$ cat config.mk
export PLATFORM = sky130hd
export DESIGN_NAME = rio_ram_io_port_array
export DESIGN_NICKNAME = d
export VERILOG_FILES = /design/src/rtl/rio_pkg.sv /design/src/rtl/rio_ram_io_port_array.sv
export SDC_FILE = /design/constraint.sdc
export NUM_CORES = 1
export LEC_CHECK = 0
export ABC_AREA = 1
export BUFFER_PORTS_ARGS = -buffer_cell sky130_fd_sc_hd__buf_2
export CELL_PAD_IN_SITES_DETAIL_PLACEMENT = 0
export CELL_PAD_IN_SITES_GLOBAL_PLACEMENT = 1
export CORE_MARGIN = 2
export CORE_UTILIZATION = 51
export CTS_CLUSTER_SIZE = 12
export DETAILED_ROUTE_END_ITERATION = 8
export PLACE_DENSITY_LB_ADDON = 0.1
export SYNTH_ARGS = -nofsm -noshare
export SYNTH_HDL_FRONTEND = slang
export SYNTH_SLANG_ARGS = --single-unit
$ cat constraint.sdc
create_clock -name CLK_IN -period 3.4 [get_ports CLK_IN]
set_input_delay 0.17 -clock CLK_IN [delete_from_list [all_inputs] [get_ports CLK_IN]]
set_output_delay 0.17 -clock CLK_IN [all_outputs]
set_load 0.05 [all_outputs]
$ cat src/rtl/rio_pkg.sv
// Constants and types for the RAM, I/O and timer array.
// Assumes one system clock that also times every processor bus cycle.

package rio_pkg;

    // ********************************************************
    // Clock, address and field layout
    // ********************************************************
    localparam int         CLK_PERIOD_NS    = 100;
    localparam int         RST_HOLD_NS      = 100;
    localparam int         RST_HOLD_CYCLES  = (RST_HOLD_NS + CLK_PERIOD_NS - 1) / CLK_PERIOD_NS;
    localparam int         RAM_DEPTH        = 128;
    localparam int         ADDR_W           = 7;
    localparam int         DATA_W           = 8;
    localparam int         SEL_BIT_SECTION  = 2;
    localparam int         SEL_BIT_TIMER    = 4;
    localparam int         SEL_BIT_IRQ_EN   = 3;
    localparam int         SEL_BIT_FLAGS    = 0;
    localparam int         EDGE_BIT_ENABLE  = 1;
    localparam int         EDGE_BIT_RISING  = 0;
    localparam int         FLAG_BIT_TIMER   = 7;
    localparam int         FLAG_BIT_EDGE    = 6;
    localparam int         PORT_TOP_LINE    = 7;
    localparam logic [1:0] PORT_IDX_A_OUT   = 2'h0;
    localparam logic [1:0] PORT_IDX_A_DIR   = 2'h1;
    localparam logic [1:0] PORT_IDX_B_OUT   = 2'h2;
    localparam logic [1:0] PORT_IDX_B_DIR   = 2'h3;
    localparam logic [7:0] PORT_RESET_VALUE = 8'h00;
    localparam logic [7:0] TIMER_AFTER_ZERO = 8'hff;

    // ********************************************************
    // Prescaler reloads for divide by 1, 8, 64 and 1024
    // ********************************************************
    localparam logic [9:0] TMR_RELOAD_DIV1    = 10'h000;
    localparam logic [9:0] TMR_RELOAD_DIV8    = 10'h007;
    localparam logic [9:0] TMR_RELOAD_DIV64   = 10'h03f;
    localparam logic [9:0] TMR_RELOAD_DIV1024 = 10'h3ff;

    // ********************************************************
    // Types
    // ********************************************************
    typedef struct packed {
        logic              cs_high;
        logic              cs_low_n;
        logic              ram_sel_n;
        logic              rd_wr;
        logic [ADDR_W-1:0] addr;
        logic [DATA_W-1:0] data;
    } rio_req_t;

    typedef enum logic [3:0] {
        SEL_NONE     = 4'h0,
        SEL_RAM      = 4'h1,
        SEL_A_OUT    = 4'h3,
        SEL_A_DIR    = 4'h2,
        SEL_B_OUT    = 4'h6,
        SEL_B_DIR    = 4'h7,
        SEL_TMR_WR   = 4'h5,
        SEL_TMR_RD   = 4'h4,
        SEL_FLAGS_RD = 4'hc,
        SEL_EDGE_CTL = 4'hd
    } rio_sel_t;

endpackage : rio_pkg

$ cat src/rtl/rio_ram_io_port_array.sv
// RAM, two bidirectional ports and an interval timer behind a processor bus.
// Assumes the processor drives its bus pins from logic on CLK_IN; port pins
// come from outside and are synchronised here.

module rio_ram_io_port_array
    import rio_pkg::*;
(
    input  wire logic        CLK_IN,
    input  wire logic        SRST_IN,
    input  wire logic        CHIP_SELECT_HIGH_IN,
    input  wire logic        CHIP_SELECT_LOW_N_IN,
    input  wire logic        RAM_SELECT_N_IN,
    input  wire logic        READ_WRITE_IN,
    input  wire logic [6:0]  ADDRESS_LINES_IN,
    input  wire logic [7:0]  DATA_BUS_LINES_IN,
    output logic      [7:0]  DATA_BUS_LINES_OUT,
    output logic             DATA_BUS_LINES_OE_OUT,
    input  wire logic [7:0]  PORT_A_LINES_IN,
    output logic      [7:0]  PORT_A_LINES_OUT,
    output logic      [7:0]  PORT_A_LINES_OE_OUT,
    input  wire logic [7:0]  PORT_B_LINES_IN,
    output logic      [7:0]  PORT_B_LINES_OUT,
    output logic      [7:0]  PORT_B_LINES_OE_OUT,
    output logic             IRQ_N_OUT,
    output logic             IRQ_N_OE_OUT
);

    // ********************************************************
    // Address decode
    // ********************************************************
    function automatic rio_sel_t decode(input rio_req_t r);
        rio_sel_t s;
        s = SEL_NONE;
        if (r.cs_high && !r.cs_low_n)
        begin
            if (!r.ram_sel_n)
                s = SEL_RAM;
            else if (!r.addr[SEL_BIT_SECTION])
            begin
                unique case (r.addr[1:0])
                    PORT_IDX_A_OUT: s = SEL_A_OUT;
                    PORT_IDX_A_DIR: s = SEL_A_DIR;
                    PORT_IDX_B_OUT: s = SEL_B_OUT;
                    PORT_IDX_B_DIR: s = SEL_B_DIR;
                endcase
            end
            else if (!r.rd_wr)
                s = r.addr[SEL_BIT_TIMER] ? SEL_TMR_WR : SEL_EDGE_CTL;
            else
                s = r.addr[SEL_BIT_FLAGS] ? SEL_FLAGS_RD : SEL_TMR_RD;
        end
        return s;
    endfunction : decode

    function automatic logic [9:0] reload_of(input logic [1:0] code);
        logic [9:0] v;
        unique case (code)
            2'h0: v = TMR_RELOAD_DIV1;
            2'h1: v = TMR_RELOAD_DIV8;
            2'h2: v = TMR_RELOAD_DIV64;
            2'h3: v = TMR_RELOAD_DIV1024;
        endcase
        return v;
    endfunction : reload_of

    rio_req_t         req;
    rio_sel_t         sel;
    logic             wr_hit;
    logic             rd_hit;

    // Bus pins come from processor logic on the same clock: no synchroniser
    assign req    = '{CHIP_SELECT_HIGH_IN, CHIP_SELECT_LOW_N_IN, RAM_SELECT_N_IN,
                      READ_WRITE_IN, ADDRESS_LINES_IN, DATA_BUS_LINES_IN};
    assign sel    = decode(req);
    assign wr_hit = (sel != SEL_NONE) && !req.rd_wr;
    assign rd_hit = (sel != SEL_NONE) && req.rd_wr;

    // ********************************************************
    // Port pin synchronisers
    // ********************************************************
    logic [15:0] pin_raw;
    logic [15:0] pin_s1;
    logic [15:0] pin_s2;
    logic [15:0] pin_s3;
    logic [15:0] pin_level;

    assign pin_raw = {PORT_B_LINES_IN, PORT_A_LINES_IN};

    genvar gi;
    generate
        for (gi = 0; gi < 16; gi++)
        begin : g_pin_sync
            // Change is taken only once two stages agree, filtering glitches
            // Runs through reset, so release shows the true idle level
            always_ff @(posedge CLK_IN)
            begin
                pin_s1[gi] <= pin_raw[gi];
                pin_s2[gi] <= pin_s1[gi];
                pin_s3[gi] <= pin_s2[gi];
                if (pin_s2[gi] == pin_s3[gi])
                    pin_level[gi] <= pin_s3[gi];
            end
        end
    endgenerate

    logic [7:0] pa_pin;
    logic [7:0] pb_pin;
    assign pa_pin = pin_level[7:0];
    assign pb_pin = pin_level[15:8];

    // ********************************************************
    // Port registers
    // ********************************************************
    logic [7:0] port_a_output;
    logic [7:0] port_a_direction;
    logic [7:0] port_b_output;
    logic [7:0] port_b_direction;

    always_ff @(posedge CLK_IN)
    begin
        if (SRST_IN)
        begin
            port_a_output    <= PORT_RESET_VALUE;
            port_a_direction <= PORT_RESET_VALUE;
            port_b_output    <= PORT_RESET_VALUE;
            port_b_direction <= PORT_RESET_VALUE;
        end
        else if (wr_hit)
        begin
            if (sel == SEL_A_OUT)
                port_a_output <= req.data;
            if (sel == SEL_A_DIR)
                port_a_direction <= req.data;
            if (sel == SEL_B_OUT)
                port_b_output <= req.data;
            if (sel == SEL_B_DIR)
                port_b_direction <= req.data;
        end
    end

    // Pins mirror the registers; enable high drives the line
    assign PORT_A_LINES_OUT    = port_a_output;
    assign PORT_A_LINES_OE_OUT = port_a_direction;
    assign PORT_B_LINES_OUT    = port_b_output;
    assign PORT_B_LINES_OE_OUT = port_b_direction;

    // ********************************************************
    // RAM
    // ********************************************************
    logic [7:0] ram [RAM_DEPTH];

    // No reset on the array: contents are undefined until written
    always_ff @(posedge CLK_IN)
    begin
        if (wr_hit && sel == SEL_RAM)
            ram[req.addr] <= req.data;
    end

    // ********************************************************
    // Interval timer
    // ********************************************************
    logic [7:0] timer_count;
    logic [9:0] prescale;
    logic [9:0] reload;
    logic       timer_irq_en;
    logic       timer_flag;
    logic       expire;

    assign expire = !timer_flag && prescale == 10'h000 && timer_count == 8'h00
                    && sel != SEL_TMR_WR;

    always_ff @(posedge CLK_IN)
    begin
        if (SRST_IN)
        begin
            timer_count <= 8'h00;
            prescale    <= 10'h000;
            reload      <= TMR_RELOAD_DIV1;
        end
        else if (sel == SEL_TMR_WR)
        begin
            // Prescaler starts empty so the first step comes one clock later
            timer_count <= req.data;
            reload      <= reload_of(req.addr[1:0]);
            prescale    <= 10'h000;
        end
        else if (timer_flag)
            timer_count <= timer_count - 8'h01;
        else if (prescale == 10'h000)
        begin
            prescale    <= reload;
            timer_count <= (timer_count == 8'h00) ? TIMER_AFTER_ZERO
                                                  : timer_count - 8'h01;
        end
        else
            prescale <= prescale - 10'h001;
    end

    always_ff @(posedge CLK_IN)
    begin
        if (SRST_IN)
            timer_irq_en <= 1'b0;
        else if (sel == SEL_TMR_WR || sel == SEL_TMR_RD)
            timer_irq_en <= req.addr[SEL_BIT_IRQ_EN];
    end

    // Expiry in the clearing read keeps the flag set; a timer write blocks expiry
    always_ff @(posedge CLK_IN)
    begin
        if (SRST_IN)
            timer_flag <= 1'b0;
        else if (expire)
            timer_flag <= 1'b1;
        else if (sel == SEL_TMR_WR || sel == SEL_TMR_RD)
            timer_flag <= 1'b0;
    end

    // ********************************************************
    // Top port A line edge sense
    // ********************************************************
    logic edge_irq_en;
    logic edge_rising;
    logic edge_flag;
    logic top_prev;
    logic edge_seen;

    assign edge_seen = edge_rising ? (pa_pin[PORT_TOP_LINE] && !top_prev)
                                   : (!pa_pin[PORT_TOP_LINE] && top_prev);

    always_ff @(posedge CLK_IN)
    begin
        if (SRST_IN)
        begin
            edge_irq_en <= 1'b0;
            edge_rising <= 1'b0;
        end
        else if (sel == SEL_EDGE_CTL)
        begin
            edge_irq_en <= req.addr[EDGE_BIT_ENABLE];
            edge_rising <= req.addr[EDGE_BIT_RISING];
        end
    end

    always_ff @(posedge CLK_IN)
    begin
        if (SRST_IN)
            edge_flag <= 1'b0;
        else if (edge_seen)
            edge_flag <= 1'b1;
        else if (sel == SEL_FLAGS_RD)
            edge_flag <= 1'b0;
    end

    // Follows the pin through reset: no false edge at release
    always_ff @(posedge CLK_IN)
    begin
        top_prev <= pa_pin[PORT_TOP_LINE];
    end

    // ********************************************************
    // Interrupt request, open drain
    // ********************************************************
    logic irq_drive;
    logic irq_level;

    always_ff @(posedge CLK_IN)
    begin
        if (SRST_IN)
        begin
            irq_drive <= 1'b0;
            irq_level <= 1'b0;
        end
        else
        begin
            // Pin only ever pulled low; the wire idles high by its pull-up
            irq_drive <= (timer_flag && timer_irq_en)
                         || (edge_flag && edge_irq_en);
            irq_level <= 1'b0;
        end
    end

    assign IRQ_N_OUT    = irq_level;
    assign IRQ_N_OE_OUT = irq_drive;

    // ********************************************************
    // Read data path
    // ********************************************************
    logic [7:0] next_read;
    logic [7:0] read_data;
    logic       read_oe;

    always_comb
    begin
        next_read = 8'h00;
        unique case (sel)
            SEL_RAM:      next_read = ram[req.addr];
            SEL_A_OUT:    next_read = pa_pin;
            SEL_A_DIR:    next_read = port_a_direction;
            SEL_B_OUT:    next_read = (port_b_direction & port_b_output)
                                      | (~port_b_direction & pb_pin);
            SEL_B_DIR:    next_read = port_b_direction;
            SEL_TMR_RD:   next_read = timer_count;
            SEL_FLAGS_RD: next_read = {timer_flag, edge_flag, 6'h00};
            SEL_NONE,
            SEL_TMR_WR,
            SEL_EDGE_CTL: next_read = 8'h00;
        endcase
    end

    always_ff @(posedge CLK_IN)
    begin
        if (SRST_IN)
        begin
            read_data <= 8'h00;
            read_oe   <= 1'b0;
        end
        else
        begin
            read_data <= next_read;
            read_oe   <= rd_hit;
        end
    end

    assign DATA_BUS_LINES_OUT    = read_data;
    assign DATA_BUS_LINES_OE_OUT = read_oe;
endmodule : rio_ram_io_port_array

Word level (Yosys, flattened, before mapping)
Memories as Yosys holds them, arrays and structs flattened.
Index checks and enable logic that the tools add are counted.

storage, ports and cells
  input port bits = 37
  bits in latches = 0
  logic and storage cells = 169
  output and inout bits = 43
  memories = 1
  register bits = 140
  ROM bits = 0
  memory bits (writable) = 1024

cells by class
  bitwise gates (word level) = 4
  shift operators = 0
  divide/modulo/power cells = 0
  add/subtract/negate cells = 2
  multipliers = 0
  multiplexer cells = 21
  $lt $le $gt $ge = 0
  equality and inequality tests = 29
  reductions and logical operators = 32

memories
  memory  depth  bits a word  rd ports  clocked after Yosys merged registers in  write ports  RTL line                      RTL
  ram     128    8            1         0                                        1            rio_ram_io_port_array.sv:150  logic [7:0] ram [RAM_DEPTH];

operators with widths
  cell                   count
  $pmux 8 s8             1
  $pmux 10 s4            1
  $mux 8                 4
  $mux 4                 6
  $and 8x8->8            2
  $eq 1x1->1             16
  $eq 4x3->1 const B     4
  $pmux 4 s4             1
  $logic_and 1x1->1      11
  $logic_not 10->1       1
  $mux 10                1
  $sub 10x1->10 const B  1
  $eq 4x2->1 const B     2
  $eq 4x4->1 const B     2
  $logic_not 8->1        1
  $not 8->8              1
  $or 8x8->8             1
  $reduce_and 2->1       4
  $sub 8x1->8 const B    1
  $mux 1                 7
  $logic_not 1->1        5
  $eq 2x2->1 const B     2
  $eq 4x1->1 const B     1
  $logic_not 4->1        1
  9 further kinds        11

Logic depth before layout (Yosys ltp)
Gate-level depths: netlist of the first run.

  word-level depth = 10
  depth in mapped cells = 16

Worst setup path before layout of the first run
No wires, ideal clock.

  path kind = input-to-reg
  from = in ADDRESS_LINES_IN[0]
  to = mem ram[100][0] (enable)
  data required time = 3.030 ns
  arrival time = 2.620 ns
  cell stages on the path = 14
  setup slack = 0.410 ns
  path buffers = 4
  cell sequence = inv_1 > buf_4 > buf_4 > buf_2 > ha_1 > or2_4 > nand3_2 > nand2_4 > nor2_4 > inv_2 > nor2_8 > nand3_4 > buf_6 > nor2_1

between the ends
  cells in the longest elaborated chain, start to end = 10
  elaborated cells between the ends (all ways) = 16

ends and longest elaborated chain
  item                                      RTL line                                                  RTL
  start: declaration                        rio_ram_io_port_array.sv:14                               input wire logic [6:0] ADDRESS_LINES_IN,
  $eq 2x2->1, or another cell as far along  rio_ram_io_port_array.sv:40                               unique case (r.addr[1:0])
  $pmux 4 s4 or $mux 4 (tied branches)      rio_ram_io_port_array.sv:40, rio_ram_io_port_array.sv:47
  $mux 4                                    rio_ram_io_port_array.sv:38                               else if (!r.addr[SEL_BIT_SECTION])
  $mux 4                                    rio_ram_io_port_array.sv:36                               if (!r.ram_sel_n)
  $mux 4                                    rio_ram_io_port_array.sv:34                               if (r.cs_high && !r.cs_low_n)
  $reduce_bool 4->1                         rio_ram_io_port_array.sv:75                               assign wr_hit = (sel != SEL_NONE) && !req.rd_wr;
  $logic_and 1x1->1                         rio_ram_io_port_array.sv:75
  $logic_and 1x1->1                         rio_ram_io_port_array.sv:155                              if (wr_hit && sel == SEL_RAM)
  $mux 1                                    rio_ram_io_port_array.sv:155
  $mux 1 (not written as such)              rio_ram_io_port_array.sv:156                              ram[req.addr] <= req.data;
  end: declaration                          rio_ram_io_port_array.sv:150

Several ways; a longest one is shown, not always the timed one. The select of a mux whose other input is x is not followed.

Worst setup path in the final report of the first run
  from = in ADDRESS_LINES_IN[1]
  to = mem ram[96][5] (enable)

between the ends
  cells in the longest elaborated chain, start to end = 10
  elaborated cells between the ends (all ways) = 14

ends and longest elaborated chain
  item                                      RTL line
  $eq 2x2->1, or another cell as far along  rio_ram_io_port_array.sv:40
  $pmux 4 s4                                rio_ram_io_port_array.sv:40
  $mux 4                                    rio_ram_io_port_array.sv:38
  $mux 4                                    rio_ram_io_port_array.sv:36
  $mux 4                                    rio_ram_io_port_array.sv:34
  $reduce_bool 4->1                         rio_ram_io_port_array.sv:75
  $logic_and 1x1->1                         rio_ram_io_port_array.sv:75
  $logic_and 1x1->1                         rio_ram_io_port_array.sv:155
  $mux 1                                    rio_ram_io_port_array.sv:155
  $mux 1 (not written as such)              rio_ram_io_port_array.sv:156

Several ways; a longest one is shown, not always the timed one. The select of a mux whose other input is x is not followed.

==> impl_metrics.csv, run 1 <==
group,metric,value,unit
power_and_ir_drop,cellPowerDensity,548,nW/um2
min_path,min_path_type,"in2reg",
drt,dr.first_iter.drc_count,3004,
floorplanning,die_area,97500,um2
cts,cts_sinks,1157,
global_route,gr-usage-met1,37.0,%
timing,relSlewSlack,20.5,%
cts,cts_buffer_depth,3,
final_layout,utilization,58.3,%
timing,period_needed,3.07,ns
power_and_ir_drop,ir_drop,0.506,mV
placed_design,post-dp-hpwl,76200,um
cts,cts.repair.resized,0,
floorplanning,die_h,312,um
floorplanning,start_util,51.2,%
global_route,grt_use_met2,41.1,%
drt,wire_per_inst,20.4,um
drt,drc,0,
floorplanning,io_pins,80,
synthesis,synth_ff_type,"edfxtp_1",
critical_path,end_kind,"flip-flop",
synthesis,ys_types,44,
timing,clock_skew,0.0248,ns
cts,cts_tree,"yes",
floorplanning,coreArea,94600,um2
timing,fmax,326,MHz
final_layout,layout-area-overhead-vs-synth,13.8,%
global_route,grt_start_max_net_pins,204,
drt,ant_nets,0,
drt,vias,31565,
final_layout,drive_gt1_share,11.9,%
global_route,grt_pass1_wl,187000,um
critical_path,ff2ff_setup_slack,0.99,ns
synthesis,synth_cells,4535,
power_and_ir_drop,leakage,0.0224,uW
critical_path,arrival,3.48,ns
cts,clock-root-buffer,"clkbuf_16",
cts,clk_pin_slew_worst_paths,0.06,ns
synthesis,ys_ff_latch,1157,
run,maxCapViolCount,0,
cts,clock_latency,0.72,ns
synthesis,avgSynthCellArea,10.7,um2
critical_path,crit_path_start_kind,"primary input",
drt,drtPass1Iterations,5,
final_layout,layout_commonest_cell,"edfxtp_1",
placed_design,dp_cells,5871,
final_layout,fin_nets,4799,
synthesis,synth-edff-count,1040,
global_route,grt_use_met3,3.90,%
critical_path,critPathKind,"in2reg",
timing,finalCritPeriodShare,90.2,%
synthesis,yosys_warnings,0,
timing,setup_viol,0,
cts,htree_levels,3,
synthesis,mappedNetlistArea,48500,um2
placed_design,port_buffers,78,
global_route,antenna_found_initial,3,
status,status,"complete, no violations",
synthesis,yosysSeqAreaShare,69.3,%
final_layout,final_cell_mix,"edfxtp_1, nand2_1, inv_1",
timing,grt_setup_unrepaired,"false",
drt,wl,125000,um
global_route,grt_usage,25.6,%
global_route,grt_pass1_vias,30216,
floorplanning,num_rows,113,
global_route,grt-busiest-layer,"met2",
synthesis,synth_fp_nets,4578,
final_layout,final-instance-count-excl-fill,6115,
timing,hold_ws,0.0267,ns
timing,worst_pin_slew,1.19,ns
critical_path,worstPathMaxFanout,11,
critical_path,cp.required,3.81,ns
floorplanning,die_x,312,um
timing,setup-tns-final,0,ns
global_route,grt-ovfl-total,0,
placed_design,gp_congestion,0.840,
drt,vias_per_cell,5.16,
synthesis,postSynth.asyncResetShare,0,%
timing,hold_viol_final,0,
cts,cts_made_buffers,120,
timing,finalMaxSlewViolations,0,
## sequential cells by signal, indices dropped and copies added, names as in the netlist, 3 cells and up
register / count
ram: 1024
pin_s1: 16
pin_s2: 16
pin_s3: 16
prescale: 10
DATA_BUS_LINES_OUT: 8
PORT_A_LINES_OE_OUT: 8
PORT_A_LINES_OUT: 8
PORT_B_LINES_OE_OUT: 8
PORT_B_LINES_OUT: 8
pa_pin: 8
pb_pin: 8
timer_count: 8
reload: 3
## critical path, cell delays in order
cell	delay (ns)
dlygate4sd3_1	0.52
buf_2	0.28
inv_1	0.14
ha_1	0.31
or2_4	0.26
nand3_2	0.08
nand2_4	0.08
nor2_4	0.09
inv_2	0.07
nor2_8	0.27
nand3_4	0.43
buf_4	0.38
nor2_1	0.16
buf_4	0.20
## metrics by stage
stage	setup WS (ns)	cell area (um2)	total power [uW]
after global placement	0.166	51200	18300
after global routing	0.156	55200	31300
final	0.333	55200	30200
after detailed placement	0.156	51200	18300
after floorplan	0.410	48500	17400
after CTS	0.315	55200	30400
## final cells by class
cell class / count / area (um2)
Antenna cell: 1 / 2.50
Clock buffer: 164 / 3260
Clock inverter: 51 / 379
Fill cell: 7918 / 39400
Inverter: 659 / 2480
Multi-Input combinational cell: 2511 / 11400
Sequential cell: 1157 / 33600
Tap cell: 1265 / 1580
Timing Repair Buffer: 307 / 2460
## power breakdown
part / internal [uW] / switching [uW] / total [uW] / leakage (uW)
clock: 6890 / 5330 / 12200 / 0.00178
sequential: 15600 / 109 / 15700 / 0.0103
combinational: 676 / 1620 / 2300 / 0.0103
total: 23200 / 7060 / 30200 / 0.0224
## layer usage
| layer | up-vias | wire length (um) |
|---|---|---|
| met5 | - | 27 |
| met4 | 4 | 2600 |
| met3 | 171 | 7750 |
| met2 | 957 | 58100 |
| met1 | 15110 | 56400 |
| li1 | 15323 | - |
## logic make-up (layout without fill, tap and decap cells)
logic type,after synthesis,in the layout,synth area share (%)
xor gates and xnor gates,23,23,0.416
buffers and inverters,867,1181,7.23
adders and majority gates,6,6,0.155
and+or+nand+nor,2064,2064,17.8
DFF,1157,1157,69.3
other,1,2,0.00774
AOI/OAI and AO/OA,414,414,5.06
muxes,3,3,0.0620
## final timing paths
check,cells after the start,to,from
min,1,ram[81][2],DATA_BUS_LINES_IN[2]
max reg2reg,11,DATA_BUS_LINES_OUT[3],ram[84][3]
max,14,ram[96][5],ADDRESS_LINES_IN[1]
min reg2reg,0,pin_s2[10],pin_s1[10]
## what timing repair did
action / 4_1_cts / 5_1_grt
buffers inserted: 0 / 0
hold endpoints to repair: 74 / 0
hold buffers: 28 / 0
## cell usage after synthesis (17+ instances only)
cell type | number | area share, %
nand2_1 | 976 | 7.6
buf_2 | 109 | 1.1
nand3_1 | 325 | 3.4
a21oi_1 | 50 | 0.52
or2_2 | 103 | 1.3
edfxtp_1 | 1040 | 64
nor2_1 | 618 | 4.8
o211ai_1 | 131 | 2.0
o21ai_1 | 18 | 0.19
dfxtp_1 | 117 | 4.8
o21ai_0 | 189 | 2.0
xnor2_1 | 17 | 0.31
inv_1 | 650 | 5.0
clkbuf_1 | 75 | 0.58
Power figures use the tool's default switching activity.
==> run 2, diff against run 1 <==
- CORE_ASPECT_RATIO: unset -> 0.9
- REMOVE_ABC_BUFFERS: unset -> 1
==> run 2 against run 1 <==
Compared with the run above: cell area hardly changed; final cell count barely moved; clock skew is 0.0030 ns lower; clock-buffer cell count is 2 higher; total power fell by 1.5%; first-iteration DRC count increased by 2.0%; core utilization up 0.087 points; register-to-register slack improved by 0.13 ns; sequential share of layout area hardly changed; via count is 0.22% higher; fmax up 12%; sequential cell count stayed put; largest cell class unchanged; highest routed layer unchanged.
==> impl_metrics.csv, run 2 (synthesis gave the netlist of run 1 again) <==
group,metric,value,unit
drt,met3_length,7720,um
final_layout,diodes,0,
final_layout,fillers,8101,
cts,cts.repair.resized,0,
cts,htree_levels,3,
placed_design,post-dp-hpwl,75100,um
timing,finalMaxSlewViolations,0,
final_layout,final_cell_mix,"edfxtp_1, nand2_1, inv_1",
drt,drtPass1Iterations,6,
critical_path,path_cells,"dlygate4sd3_1, buf_2, buf_4, nand2_4, inv_2, buf_12, nand3_1, nand2_1, nor2_1, nor2_1, nor2_1, nand2_1, nand2_1, nand3_1, nor2_1, nor2_1",
cts,clock_latency,0.70,ns
critical_path,worstPathMaxFanout,27,
timing,setup_viol,0,
run,maxCapViolCount,0,
drt,top_layer,"met5",
global_route,grt_usage,25.7,%
global_route,grt_pass1_vias,30278,
power_and_ir_drop,ir_drop,0.452,mV
cts,cts_made_buffers,117,
final_layout,top_register,"ram",
critical_path,crit_path_start_kind,"primary input",
timing,setup_slack,0.656,ns
power_and_ir_drop,leakage,0.0224,uW
final_layout,final-instance-count-excl-fill,6119,
critical_path,cp_slowest_stage_delay,0.53,ns
timing,relSlewSlack,36.1,%
final_layout,drive_gt1_share,12.2,%
cts,cts_buffer_depth,3,
global_route,grt_start_max_net_pins,167,
placed_design,gp_congestion,0.831,
floorplanning,num_rows,107,
placed_design,dp_slack,0.438,ns
drt,ant_nets,0,
critical_path,cp_slowest_cell,"dlygate4sd3_1",
timing,finalCritPeriodShare,80.7,%
global_route,antenna_found_initial,4,
floorplanning,die_x,329,um
critical_path,arrival,3.32,ns
drt,wl_met2,57400,um
floorplanning,coreArea,94400,um2
final_layout,layout_commonest_cell,"edfxtp_1",
timing,fmax,364,MHz
drt,drc,0,
critical_path,end_kind,"flip-flop",
cts,clock-root-buffer,"clkbuf_16",
drt,dr.first_iter.drc_count,3065,
placed_design,dpl_cell_area,51400,um2
floorplanning,io_pins,80,
timing,period_needed,2.74,ns
critical_path,critPathMostFrequentCell,"nor2_1",
global_route,grt-ovfl-total,0,
critical_path,cp.required,3.97,ns
timing,grt_setup_unrepaired,"false",
critical_path,critPathKind,"in2reg",
final_layout,fin_nets,4819,
floorplanning,die_area,97500,um2
timing,clock_skew,0.0218,ns
drt,wire_per_inst,20.5,um
floorplanning,die_h,296,um
timing,hold_viol_final,0,
final_layout,utilization,58.4,%
drt,vias,31636,
drt,met1_length,56000,um
min_path,min_path_type,"in2reg",
global_route,grt_pass1_wl,186000,um
placed_design,dp_cells,5885,
final_layout,largest_reg_flops,1024,
cts,cts_sinks,1157,
drt,vias_per_cell,5.17,
cts,clk_pin_slew_worst_paths,0.06,ns
floorplanning,start_util,51.3,%
status,status,"complete, no violations",
power_and_ir_drop,cellPowerDensity,541,nW/um2
timing,setup-tns-final,0,ns
timing,worst_pin_slew,0.958,ns
cts,cts_tree,"yes",
drt,wl,125000,um
final_layout,final_cell_area,55100,um2
final_layout,layout-area-overhead-vs-synth,13.7,%
placed_design,port_buffers,78,
run 2: timing repair:
action / CTS / global route
buffers inserted: 0 / 0
hold buffers: 25 / 0
hold endpoints to repair: 86 / 0
run 2: worst max-delay path: cells and delay by family:
kind / cells / cell delay (ns)
buffers and inverters: 5 / 1.17
AND/OR/NAND/NOR: 11 / 1.95
run 2: through the flow:
| stage | hold WS, ns | total power, uW |
|---|---|---|
| 2_1_floorplan | 0.198 | 17300 |
| 3_3_place_gp | 0.273 | 18300 |
| 3_5_place_dp | 0.275 | 18300 |
| 4_1_cts | 0.00745 | 30000 |
| 5_1_grt | 0.0386 | 30800 |
| 6_report | 0.0384 | 29800 |
run 2: layout make-up:
class                           instances  area, um2  area share [%]
Clock buffer                          166       3170            5.76
Tap cell                             1253       1570            2.84
Timing Repair Buffer                  330       2640            4.79
Clock inverter                         43        267           0.484
Inverter                              659       2480            4.50
Sequential cell                      1157      33600            60.9
Multi-Input combinational cell       2511      11400            20.7
run 2: metal layers:
layer / vias up / GRT usage, %
met2: 931 / 40.7
met5: - / 0
met1: 15123 / 37.0
met3: 205 / 3.77
li1: 15375 / -
met4: 2 / 7.93
run 2: worst paths after layout:
kind	from	endpoint	slack, ns	cells after the start
worst max-delay path	ADDRESS_LINES_IN[1]	DATA_BUS_LINES_OUT[3]	0.66	16
worst min-delay path	DATA_BUS_LINES_IN[2]	PORT_B_LINES_OE_OUT[2]	0.04	3
worst max register to register	ram[108][7]	DATA_BUS_LINES_OUT[7]	1.12	11
worst min register to register	pin_s1[2]	pin_s2[2]	0.33	0
run 2: report_power, final:
group          leakage [uW]  internal (uW)  switching, uW
logic                0.0104            660           1630
clock network       0.00169           6480           5300
registers            0.0103          15600            107
